$ cat src/jtx_pkg.sv
`default_nettype none

package jtx_pkg;
   // ------------------------------------------------------------------
   // Register map
   // ------------------------------------------------------------------
   localparam logic [7:0] ADDR_CTRL = 8'h00;
   localparam logic [7:0] ADDR_STAT = 8'h04;
   localparam int CTRL_FMT_LSB = 0;
   localparam int CTRL_TP_LSB = 8;
   localparam int CTRL_ALT_BIT = 12;
   localparam int CTRL_FEC_BIT = 13;
   localparam int CTRL_PD_BIT = 14;
   localparam int CTRL_ENC66_BIT = 15;
   localparam logic [31:0] CTRL_RESET = 32'h0000_0000;

   // ------------------------------------------------------------------
   // Test pattern codes
   // ------------------------------------------------------------------
   localparam logic [3:0] TP_OFF = 4'h0;
   localparam logic [3:0] TP_PRBS7 = 4'h1;
   localparam logic [3:0] TP_PRBS9 = 4'h2;
   localparam logic [3:0] TP_PRBS15 = 4'h3;
   localparam logic [3:0] TP_PRBS23 = 4'h4;
   localparam logic [3:0] TP_PRBS31 = 4'h5;
   localparam logic [3:0] TP_CLOCK = 4'h6;
   localparam logic [3:0] TP_RAMP = 4'h7;
   localparam logic [3:0] TP_SHORT = 4'h8;

   // ------------------------------------------------------------------
   // Link formats and frame lengths
   // ------------------------------------------------------------------
   localparam logic [4:0] FMT_ZERO = 5'h00;
   localparam logic [4:0] FMT_NINE_BIT = 5'h0F;
   localparam logic [2:0] OCT_LAST_DEF = 3'h7;
   localparam logic [2:0] OCT_LAST_NINE = 3'h2;
   localparam logic [7:0] RAMP_START = 8'h00;
   localparam logic [7:0] CLK_ONES = 8'hFF;
   localparam logic [7:0] CLK_ZEROS = 8'h00;
   localparam logic [3:0] SHORT_HI_BASE = 4'hF;
endpackage : jtx_pkg

`default_nettype wire

$ cat src/jtx_lane_ctrl.sv
// The implementer's own choices: the register offsets and register access over AHB-Lite.
`default_nettype none

module jtx_lane_ctrl #(
   parameter int LANES = 8,
   parameter logic [31:0] FOUR_LANE_FMTS = 32'h0000_00FE
) (
   // Clock, reset and clock enable
   input wire logic i_clk,
   input wire logic i_rst_n,
   input wire logic i_ce,
   // AHB-Lite slave
   input wire logic i_hsel,
   input wire logic [31:0] i_haddr,
   input wire logic [1:0] i_htrans,
   input wire logic i_hwrite,
   input wire logic [2:0] i_hsize,
   input wire logic [31:0] i_hwdata,
   input wire logic i_hready,
   output logic [31:0] o_hrdata,
   output logic o_hreadyout,
   output logic o_hresp,
   // Power-down pin
   input wire logic i_shutdown_input,
   // Link status and sample data, same clock
   input wire logic i_ila_done,
   input wire logic i_serdes_init_done,
   input wire logic [71:0] i_samp_a,
   input wire logic [71:0] i_samp_b,
   input wire logic [63:0] i_link_octets,
   // Lane outputs
   output logic [63:0] o_lane_data,
   output logic [7:0] o_lane_en,
   output logic o_link_encode,
   output logic o_fec_en
);
   typedef struct packed {
      logic [31:0] ctrl;
      logic [31:0] rdata;
      logic wr_pend;
      logic [7:0] waddr;
      logic ramp_run;
      logic [7:0] ramp;
      logic [2:0] oct;
      logic clk_ph;
      logic [71:0] fa;
      logic [71:0] fb;
      logic [63:0] lane;
      logic [7:0] en;
      logic enc;
      logic fec;
   } jtx_top_st_t;

   jtx_top_st_t st_q;
   jtx_top_st_t st_d;

   // ------------------------------------------------------------------
   // Control decode
   // ------------------------------------------------------------------
   logic pin_pd;
   logic pd_act;
   logic [4:0] fmt;
   logic [3:0] tp;
   logic alt;
   logic four;
   logic [2:0] oct_last;
   logic [3:0] prbs_mode;
   logic [63:0] logical;
   logic [63:0] prbs_oct;
   logic addr_ok;

   jtx_sync3 u_pd_sync (
      .i_clk(i_clk),
      .i_rst_n(i_rst_n),
      .i_ce(i_ce),
      .i_async(i_shutdown_input),
      .o_level(pin_pd)
   );

   assign fmt = st_q.ctrl[jtx_pkg::CTRL_FMT_LSB +: 5];
   assign tp = st_q.ctrl[jtx_pkg::CTRL_TP_LSB +: 4];
   assign alt = st_q.ctrl[jtx_pkg::CTRL_ALT_BIT];
   assign pd_act = pin_pd | st_q.ctrl[jtx_pkg::CTRL_PD_BIT];
   assign four = FOUR_LANE_FMTS[fmt];
   assign oct_last = (fmt == jtx_pkg::FMT_NINE_BIT) ? jtx_pkg::OCT_LAST_NINE
                                                   : jtx_pkg::OCT_LAST_DEF;
   assign prbs_mode = (tp >= jtx_pkg::TP_PRBS7 && tp <= jtx_pkg::TP_PRBS31) ? tp
                                                                          : jtx_pkg::TP_OFF;
   assign addr_ok = (i_haddr[31:8] == 24'h00_0000);

   // ------------------------------------------------------------------
   // Per-lane pattern sources
   // ------------------------------------------------------------------
   for (genvar k = 0; k < LANES; k++) begin : g_lane
      logic [63:0] short_frame;
      logic [23:0] nine_frame;
      logic [8:0] s_lo;
      logic [8:0] s_hi;

      // Each lane starts from its own seed so no two lanes share a phase.
      jtx_prbs_lane #(
         .SEED(31'h7FFF_FF00 | 31'(k + 1))
      ) u_prbs (
         .i_clk(i_clk),
         .i_rst_n(i_rst_n),
         .i_ce(i_ce && !pd_act),
         .i_mode(prbs_mode),
         .o_octet(prbs_oct[8 * k +: 8])
      );

      always_comb begin
         short_frame = '0;
         for (int w = 0; w < 5; w++) begin
            short_frame[63 - 12 * w -: 12] = {jtx_pkg::SHORT_HI_BASE - 4'(k), 4'(k),
                                              4'(w + 1)};
         end
         if (k < 4) begin
            s_lo = st_q.fa[9 * k +: 9];
            s_hi = st_q.fa[9 * (k + 4) +: 9];
         end else begin
            s_lo = st_q.fb[9 * (k - 4) +: 9];
            s_hi = st_q.fb[9 * k +: 9];
         end
         nine_frame = {s_lo, 3'b000, s_hi, 3'b000};
         case (tp)
            jtx_pkg::TP_PRBS7, jtx_pkg::TP_PRBS9, jtx_pkg::TP_PRBS15,
            jtx_pkg::TP_PRBS23, jtx_pkg::TP_PRBS31: begin
               logical[8 * k +: 8] = prbs_oct[8 * k +: 8];
            end
            jtx_pkg::TP_CLOCK: begin
               logical[8 * k +: 8] = st_q.clk_ph ? jtx_pkg::CLK_ZEROS
                                                 : jtx_pkg::CLK_ONES;
            end
            jtx_pkg::TP_RAMP: begin
               logical[8 * k +: 8] = st_q.ramp_run ? st_q.ramp : 8'h00;
            end
            jtx_pkg::TP_SHORT: begin
               logical[8 * k +: 8] = short_frame[63 - 8 * st_q.oct -: 8];
            end
            default: begin
               // Long transport codes fall here and send normal data.
               if (fmt == jtx_pkg::FMT_NINE_BIT) begin
                  logical[8 * k +: 8] = nine_frame[23 - 8 * st_q.oct -: 8];
               end else begin
                  logical[8 * k +: 8] = i_link_octets[8 * k +: 8];
               end
            end
         endcase
      end
   end

   // ------------------------------------------------------------------
   // Next state
   // ------------------------------------------------------------------
   always_comb begin
      st_d = st_q;
      // Bus: a write lands in its data phase; reads are fetched at address phase.
      if (st_q.wr_pend && st_q.waddr == jtx_pkg::ADDR_CTRL) begin
         st_d.ctrl = i_hwdata;
      end
      st_d.wr_pend = 1'b0;
      if (i_hsel && i_htrans[1] && i_hready) begin
         st_d.rdata = 32'h0000_0000;
         if (i_hwrite) begin
            st_d.wr_pend = addr_ok;
            st_d.waddr = i_haddr[7:0];
         end else if (addr_ok && i_haddr[7:0] == jtx_pkg::ADDR_CTRL) begin
            st_d.rdata = st_d.ctrl;
         end else if (addr_ok && i_haddr[7:0] == jtx_pkg::ADDR_STAT) begin
            st_d.rdata = {20'h0_0000, st_q.ramp_run, pin_pd, pd_act, st_q.fec, st_q.en};
         end
      end

      // Frame octet counter and clock pattern phase.
      if (pd_act || st_q.oct >= oct_last) begin
         st_d.oct = 3'h0;
      end else begin
         st_d.oct = st_q.oct + 3'h1;
      end
      st_d.clk_ph = pd_act ? 1'b0 : ~st_q.clk_ph;
      if (st_q.oct == oct_last) begin
         st_d.fa = i_samp_a;
         st_d.fb = i_samp_b;
      end

      // Ramp waits for ILA in 8B/10B, for serializer init in 64B/66B.
      if (pd_act || tp != jtx_pkg::TP_RAMP) begin
         st_d.ramp_run = 1'b0;
         st_d.ramp = jtx_pkg::RAMP_START;
      end else if (!st_q.ramp_run) begin
         st_d.ramp_run = st_q.ctrl[jtx_pkg::CTRL_ENC66_BIT] ? i_serdes_init_done
                                                            : i_ila_done;
      end else begin
         st_d.ramp = st_q.ramp + 8'h01;
      end

      // Lane steering: four-lane formats use one half, chosen by alt.
      if (pd_act) begin
         st_d.en = 8'h00;
         st_d.lane = '0;
      end else if (four && alt) begin
         st_d.en = 8'hF0;
         st_d.lane = {logical[31:0], 32'h0000_0000};
      end else if (four) begin
         st_d.en = 8'h0F;
         st_d.lane = {32'h0000_0000, logical[31:0]};
      end else begin
         st_d.en = 8'hFF;
         st_d.lane = logical;
      end
      // PRBS and clock bypass the link layer; ramp and data are encoded.
      st_d.enc = !(prbs_mode != jtx_pkg::TP_OFF || tp == jtx_pkg::TP_CLOCK);
      // A single bit: CRC-12 when clear, FEC when set; CRC-3 has no code.
      st_d.fec = st_q.ctrl[jtx_pkg::CTRL_FEC_BIT];
   end

   always_ff @(posedge i_clk) begin
      if (!i_rst_n) begin
         st_q <= '0;
         st_q.ctrl <= jtx_pkg::CTRL_RESET;
      end else if (i_ce) begin
         st_q <= st_d;
      end
   end

   // The hready output is a constant flop: the slave never inserts wait states.
   logic ready_q;
   always_ff @(posedge i_clk) begin
      if (!i_rst_n) begin
         ready_q <= 1'b1;
      end else begin
         ready_q <= 1'b1;
      end
   end

   assign o_hrdata = st_q.rdata;
   assign o_hreadyout = ready_q;
   assign o_hresp = 1'b0 & ready_q;
   assign o_lane_data = st_q.lane;
   assign o_lane_en = st_q.en;
   assign o_link_encode = st_q.enc;
   assign o_fec_en = st_q.fec;
endmodule : jtx_lane_ctrl

`default_nettype wire

$ cat src/jtx_prbs_lane.sv
`default_nettype none

module jtx_prbs_lane #(
   parameter logic [30:0] SEED = 31'h7FFF_FF01
) (
   // Clock and reset
   input wire logic i_clk,
   input wire logic i_rst_n,
   input wire logic i_ce,
   // Pattern select and serial octet out, first bit in bit 7
   input wire logic [3:0] i_mode,
   output logic [7:0] o_octet
);
   typedef struct packed {
      logic [3:0] mode;
      logic [30:0] s;
      logic [7:0] oct;
   } jtx_prbs_st_t;

   jtx_prbs_st_t st_q;
   jtx_prbs_st_t st_d;
   logic nb;

   // Bit 0 of the history holds the newest bit, so tap n-k is s[k-1].
   always_comb begin
      st_d = st_q;
      nb = 1'b0;
      st_d.mode = i_mode;
      if (i_mode != st_q.mode) begin
         st_d.s = SEED;
      end else begin
         for (int i = 0; i < 8; i++) begin
            case (i_mode)
               jtx_pkg::TP_PRBS7: nb = st_d.s[5] ^ st_d.s[6];
               jtx_pkg::TP_PRBS9: nb = st_d.s[4] ^ st_d.s[8];
               jtx_pkg::TP_PRBS15: nb = st_d.s[13] ^ st_d.s[14];
               jtx_pkg::TP_PRBS23: nb = st_d.s[17] ^ st_d.s[22];
               jtx_pkg::TP_PRBS31: nb = st_d.s[27] ^ st_d.s[30];
               default: nb = 1'b0;
            endcase
            st_d.s = {st_d.s[29:0], nb};
            st_d.oct[7 - i] = nb;
         end
      end
   end

   always_ff @(posedge i_clk) begin
      if (!i_rst_n) begin
         st_q <= '0;
      end else if (i_ce) begin
         st_q <= st_d;
      end
   end

   assign o_octet = st_q.oct;
endmodule : jtx_prbs_lane

`default_nettype wire

$ cat src/jtx_sync3.sv
`default_nettype none

module jtx_sync3 (
   // Clock and reset
   input wire logic i_clk,
   input wire logic i_rst_n,
   input wire logic i_ce,
   // Asynchronous level in, filtered level out
   input wire logic i_async,
   output logic o_level
);
   typedef struct packed {
      logic s1;
      logic s2;
      logic s3;
      logic lvl;
   } jtx_sync_st_t;

   jtx_sync_st_t st_q;
   jtx_sync_st_t st_d;

   // A change counts only once the second and third stages agree.
   always_comb begin
      st_d = st_q;
      st_d.s1 = i_async;
      st_d.s2 = st_q.s1;
      st_d.s3 = st_q.s2;
      if (st_q.s2 == st_q.s3) begin
         st_d.lvl = st_q.s3;
      end
   end

   always_ff @(posedge i_clk) begin
      if (!i_rst_n) begin
         st_q <= '0;
      end else if (i_ce) begin
         st_q <= st_d;
      end
   end

   assign o_level = st_q.lvl;
endmodule : jtx_sync3

`default_nettype wire

$ cat config.mk
export PLATFORM = sky130hd
export DESIGN_NAME = jtx_lane_ctrl
export DESIGN_NICKNAME = d
export VERILOG_FILES = /design/src/jtx_pkg.sv /design/src/jtx_lane_ctrl.sv /design/src/jtx_prbs_lane.sv /design/src/jtx_sync3.sv
export SDC_FILE = /design/constraint.sdc
export NUM_CORES = 2
export LEC_CHECK = 0
export ABC_AREA = 0
export ABC_CLOCK_PERIOD_IN_PS = 7660
export BUFFER_PORTS_ARGS = -buffer_cell sky130_fd_sc_hd__buf_2
export CORE_ASPECT_RATIO = 1.75
export CORE_MARGIN = 10
export CORE_UTILIZATION = 45
export CTS_CLUSTER_DIAMETER = 120
export DETAILED_ROUTE_END_ITERATION = 7
export PLACE_DENSITY = 0.61
export SLEW_MARGIN = 20
export SYNTH_ARGS = -nofsm -noshare
export SYNTH_HDL_FRONTEND = slang
export SYNTH_SLANG_ARGS = --single-unit
$ cat constraint.sdc
create_clock -name i_clk -period 7.66 [get_ports i_clk]
set_clock_uncertainty 0.15 [all_clocks]
set_input_delay 0.766 -clock i_clk [delete_from_list [all_inputs] [get_ports i_clk]]
set_output_delay 0.766 -clock i_clk [all_outputs]
set_load 0.01 [all_outputs]
==> flow_metrics.tcl <==
set metrics [dict create \
    place.gp.congestion 0.976 \
    p_total_mw 7.13 \
    fin_crit_ns 4.56 \
    synthFlopType "dfxtp_1" \
    ios 394 \
    yosys_register_bits 619 \
    coreArea_um2 66500 \
    clock_sinks 619 \
    startpoint_type "flop" \
    critPathArrivalTime_ns 4.95 \
    postCtsSetupBuffers 0 \
    drc 0 \
    cp.required_ns 8.06 \
    slew_headroom 0.129 \
    grt_max_degree 204 \
    status "complete, no violations" \
    clk_latency_ns 0.62 \
    async_flop_share 0 \
    yosysUniqueCellTypes 89 \
    cts-hold-fix-buffers 0 \
    nets 3777 \
    instances_no_fill 4418 \
    fin_crit_sh 0.595 \
    tns_ns 0 \
    cts_tree "done" \
    peakVddDrop_mv 0.197 \
    syn_inst 3481 \
    synth_top_cell_by_area "dfxtp_1" \
    syn-cell-area_um2 30300 \
    rows 125 \
    initial_core_util 0.455 \
    tightest_slew_ns 1.31 \
    rsz0062_at_grt "no" \
    grt_pass1_vias 25900 \
    grt_pass1_wl_mm 162 \
    wl_mm 108 \
    antenna_found_initial 13 \
    ys_seq_area_frac 0.409 \
    layout-drive-gt1-share 0.226 \
    cp_max_fo 38 \
    clock.fmax_mhz 219 \
    clkSlewWorstSetupHoldPaths_ns 0.07 \
    ant_nets 0 \
    cts_buffers 57 \
    max_cap_viol_count 0 \
    synth_area_per_cell_um2 8.70 \
    via_per_inst 5.99 \
    synth_top_area_frac 0.409 \
    synth_nets 3776 \
    place_inst 4312 \
    slew_viol_final 0 \
    critPathMaxStageDelay_ns 0.79 \
    die_y_um 363 \
    overflow 0 \
    synth_edf_count 0 \
    yosys-top-cells-area "dfxtp_1, o221a_2, nand2_1" \
    ys_warn_count 0 \
    crit_type "reg -> reg" \
    final_area_um2 33400 \
    cts_max_level 2 \
    slowest_stage "a221oi_1" \
    leakage_nw 12.8 \
    ctsLongestPathBuffers 3 \
    die-area_um2 78500 \
    syn_to_final_growth_pct 10.3 \
    wl_per_cell_um 24.5 \
    placement.cell_area_um2 31500 \
    via_count 26500 \
    cts_resized 0 \
    hold_viol_final 0 \
    clockRootBuffer "clkbuf_16" \
    setup-violations-final 0 \
    cpMostUsedCell "buf_4" \
    min_path_type "in -> reg" \
    drt_first_pass_iters 6 \
    fin_hold_ws_ns 0.223 \
    port-buffer-count 387 \
    hpwl_mm 75.7 \
    grt.total_usage 0.262 \
    path_cells "buf_4 -> inv_1 -> ha_2 -> buf_4 -> and2_1 -> buf_4 -> a22oi_1 -> o21ai_0 -> o21ai_0 -> a221oi_1 -> o31a_1" \
    critPathCaptureType "flop" \
    drt_iter0_drc 2325 \
    p_per_area_nw_per_um2 214 \
    die_w_um 216 \
]
==> power breakdown <==
part           leakage (nW)  internal [mW]  switching (mW)
clock                 0.935           1.66            1.30
sequential             5.04           3.33           0.141
combinational          6.84          0.304           0.391
==> layer usage <==
layer,GRT usage,vias up,share of wire
li1,-,12300,-
met1,0.294,12800,0.37
met2,0.446,1082,0.49
met3,0.0584,292,0.075
met4,0.155,18,0.063
met5,0,-,0.0012
==> per-stage QoR <==
step	setup WS (ns)	utilization
after floorplan	4.45	-
after global placement	3.16	0.474
after detailed placement	3.14	0.474
after CTS	3.18	0.502
after global routing	3.03	0.502
final	3.10	0.502
==> cell type report <==
cell class	instances	area, µm²
Sequential cell	619	12400
Timing Repair Buffer	436	2370
Multi-Input combinational cell	2352	15500
Antenna cell	4	10.0
Tap cell	889	1110
Inverter	16	67.6
Clock inverter	17	224
Fill cell	6506	33100
Clock buffer	85	1660
==> cell usage after synthesis (all sizes together) (8+ instances only) <==
cell and n:
clkbuf 212, buf 282, a32oi 12, o2bb2ai 13, a221oi 61, o211ai 8
nor2 167, nand2 561, or3 25, o21a 10, nand3 32, a22o 17
nor3 31, mux2 26, mux2i 68, a221o 18, a21oi 320, o221a 188
nor4 13, a222oi 17, xnor2 188, dfxtp 619, a31oi 46, inv 15
a211o 11, o22ai 76, o21ai 85, ha 9, and2 12, xor2 134
nor2b 10, a211oi 45, a22oi 51
==> kinds of logic (layout without fill, tap and decap cells) <==
family | after synthesis | in the layout | share of synthesized area
fa+ha+maj | 9 | 9 | 0.00372
other cells | 2 | 6 | 0.000248
simple gates | 896 | 896 | 0.127
compound gates | 1029 | 1029 | 0.253
xor+xnor | 322 | 322 | 0.0934
mux | 94 | 94 | 0.0322
flops | 619 | 619 | 0.409
buf+inv | 510 | 554 | 0.0811
==> state kept, by name, indices dropped and copies added, names as in the netlist <==
| name | cells |
|---|---|
| u_pd_sync.st_q | 1 |
| four | 1 |
| alt | 1 |
| o_fec_en | 1 |
| g_lane.u_prbs.o_octet | 64 |
| o_hrdata | 32 |
| st_q | 47 |
| g_lane.nine_frame | 144 |
| u_pd_sync.o_level | 1 |
| o_lane_data | 64 |
| st_d | 1 |
| u_pd_sync.st_d | 2 |
| o_link_encode | 1 |
| o_lane_en | 2 |
| fmt | 5 |
| g_lane.u_prbs.st_q | 252 |
==> cells in the final DEF, fill, tap and decap left out, types with 26 or more instances in the layout <==
cell type	count
mux2_2	26
clkbuf_16	57
a221oi_1	59
a21oi_1	316
xor2_1	133
o22ai_1	75
o21ai_0	80
nand2_1	560
buf_4	44
a22oi_1	51
nor2_1	162
a211oi_1	33
dfxtp_1	619
buf_2	386
a31oi_1	46
nand3_1	32
xnor2_1	187
mux2i_1	68
o221a_2	188
==> worst max-delay path, delay by kind of cell, from the launching register on <==
family / cells / cell delay [ns]
DFF: 1 / 0.31
buffers and inverters: 4 / 1.47
AOI/OAI and AO/OA: 5 / 1.54
adders and majority gates: 1 / 0.78
and+or+nand+nor: 1 / 0.19
==> worst paths after layout <==
| path | from | endpoint | slack, ns | depth (start not counted) |
|---|---|---|---|---|
| setup / recovery | st_q[219] | o_lane_data[49] | 3.10 | 11 |
| hold / removal | i_samp_a[12] | g_lane[1].nine_frame[18] | 0.22 | 3 |
| setup reg to reg | st_q[219] | o_lane_data[49] | 3.10 | 11 |
| hold reg to reg | o_hrdata[6] | o_hrdata[6] | 0.30 | 2 |
Power figures use the tool's default switching activity.
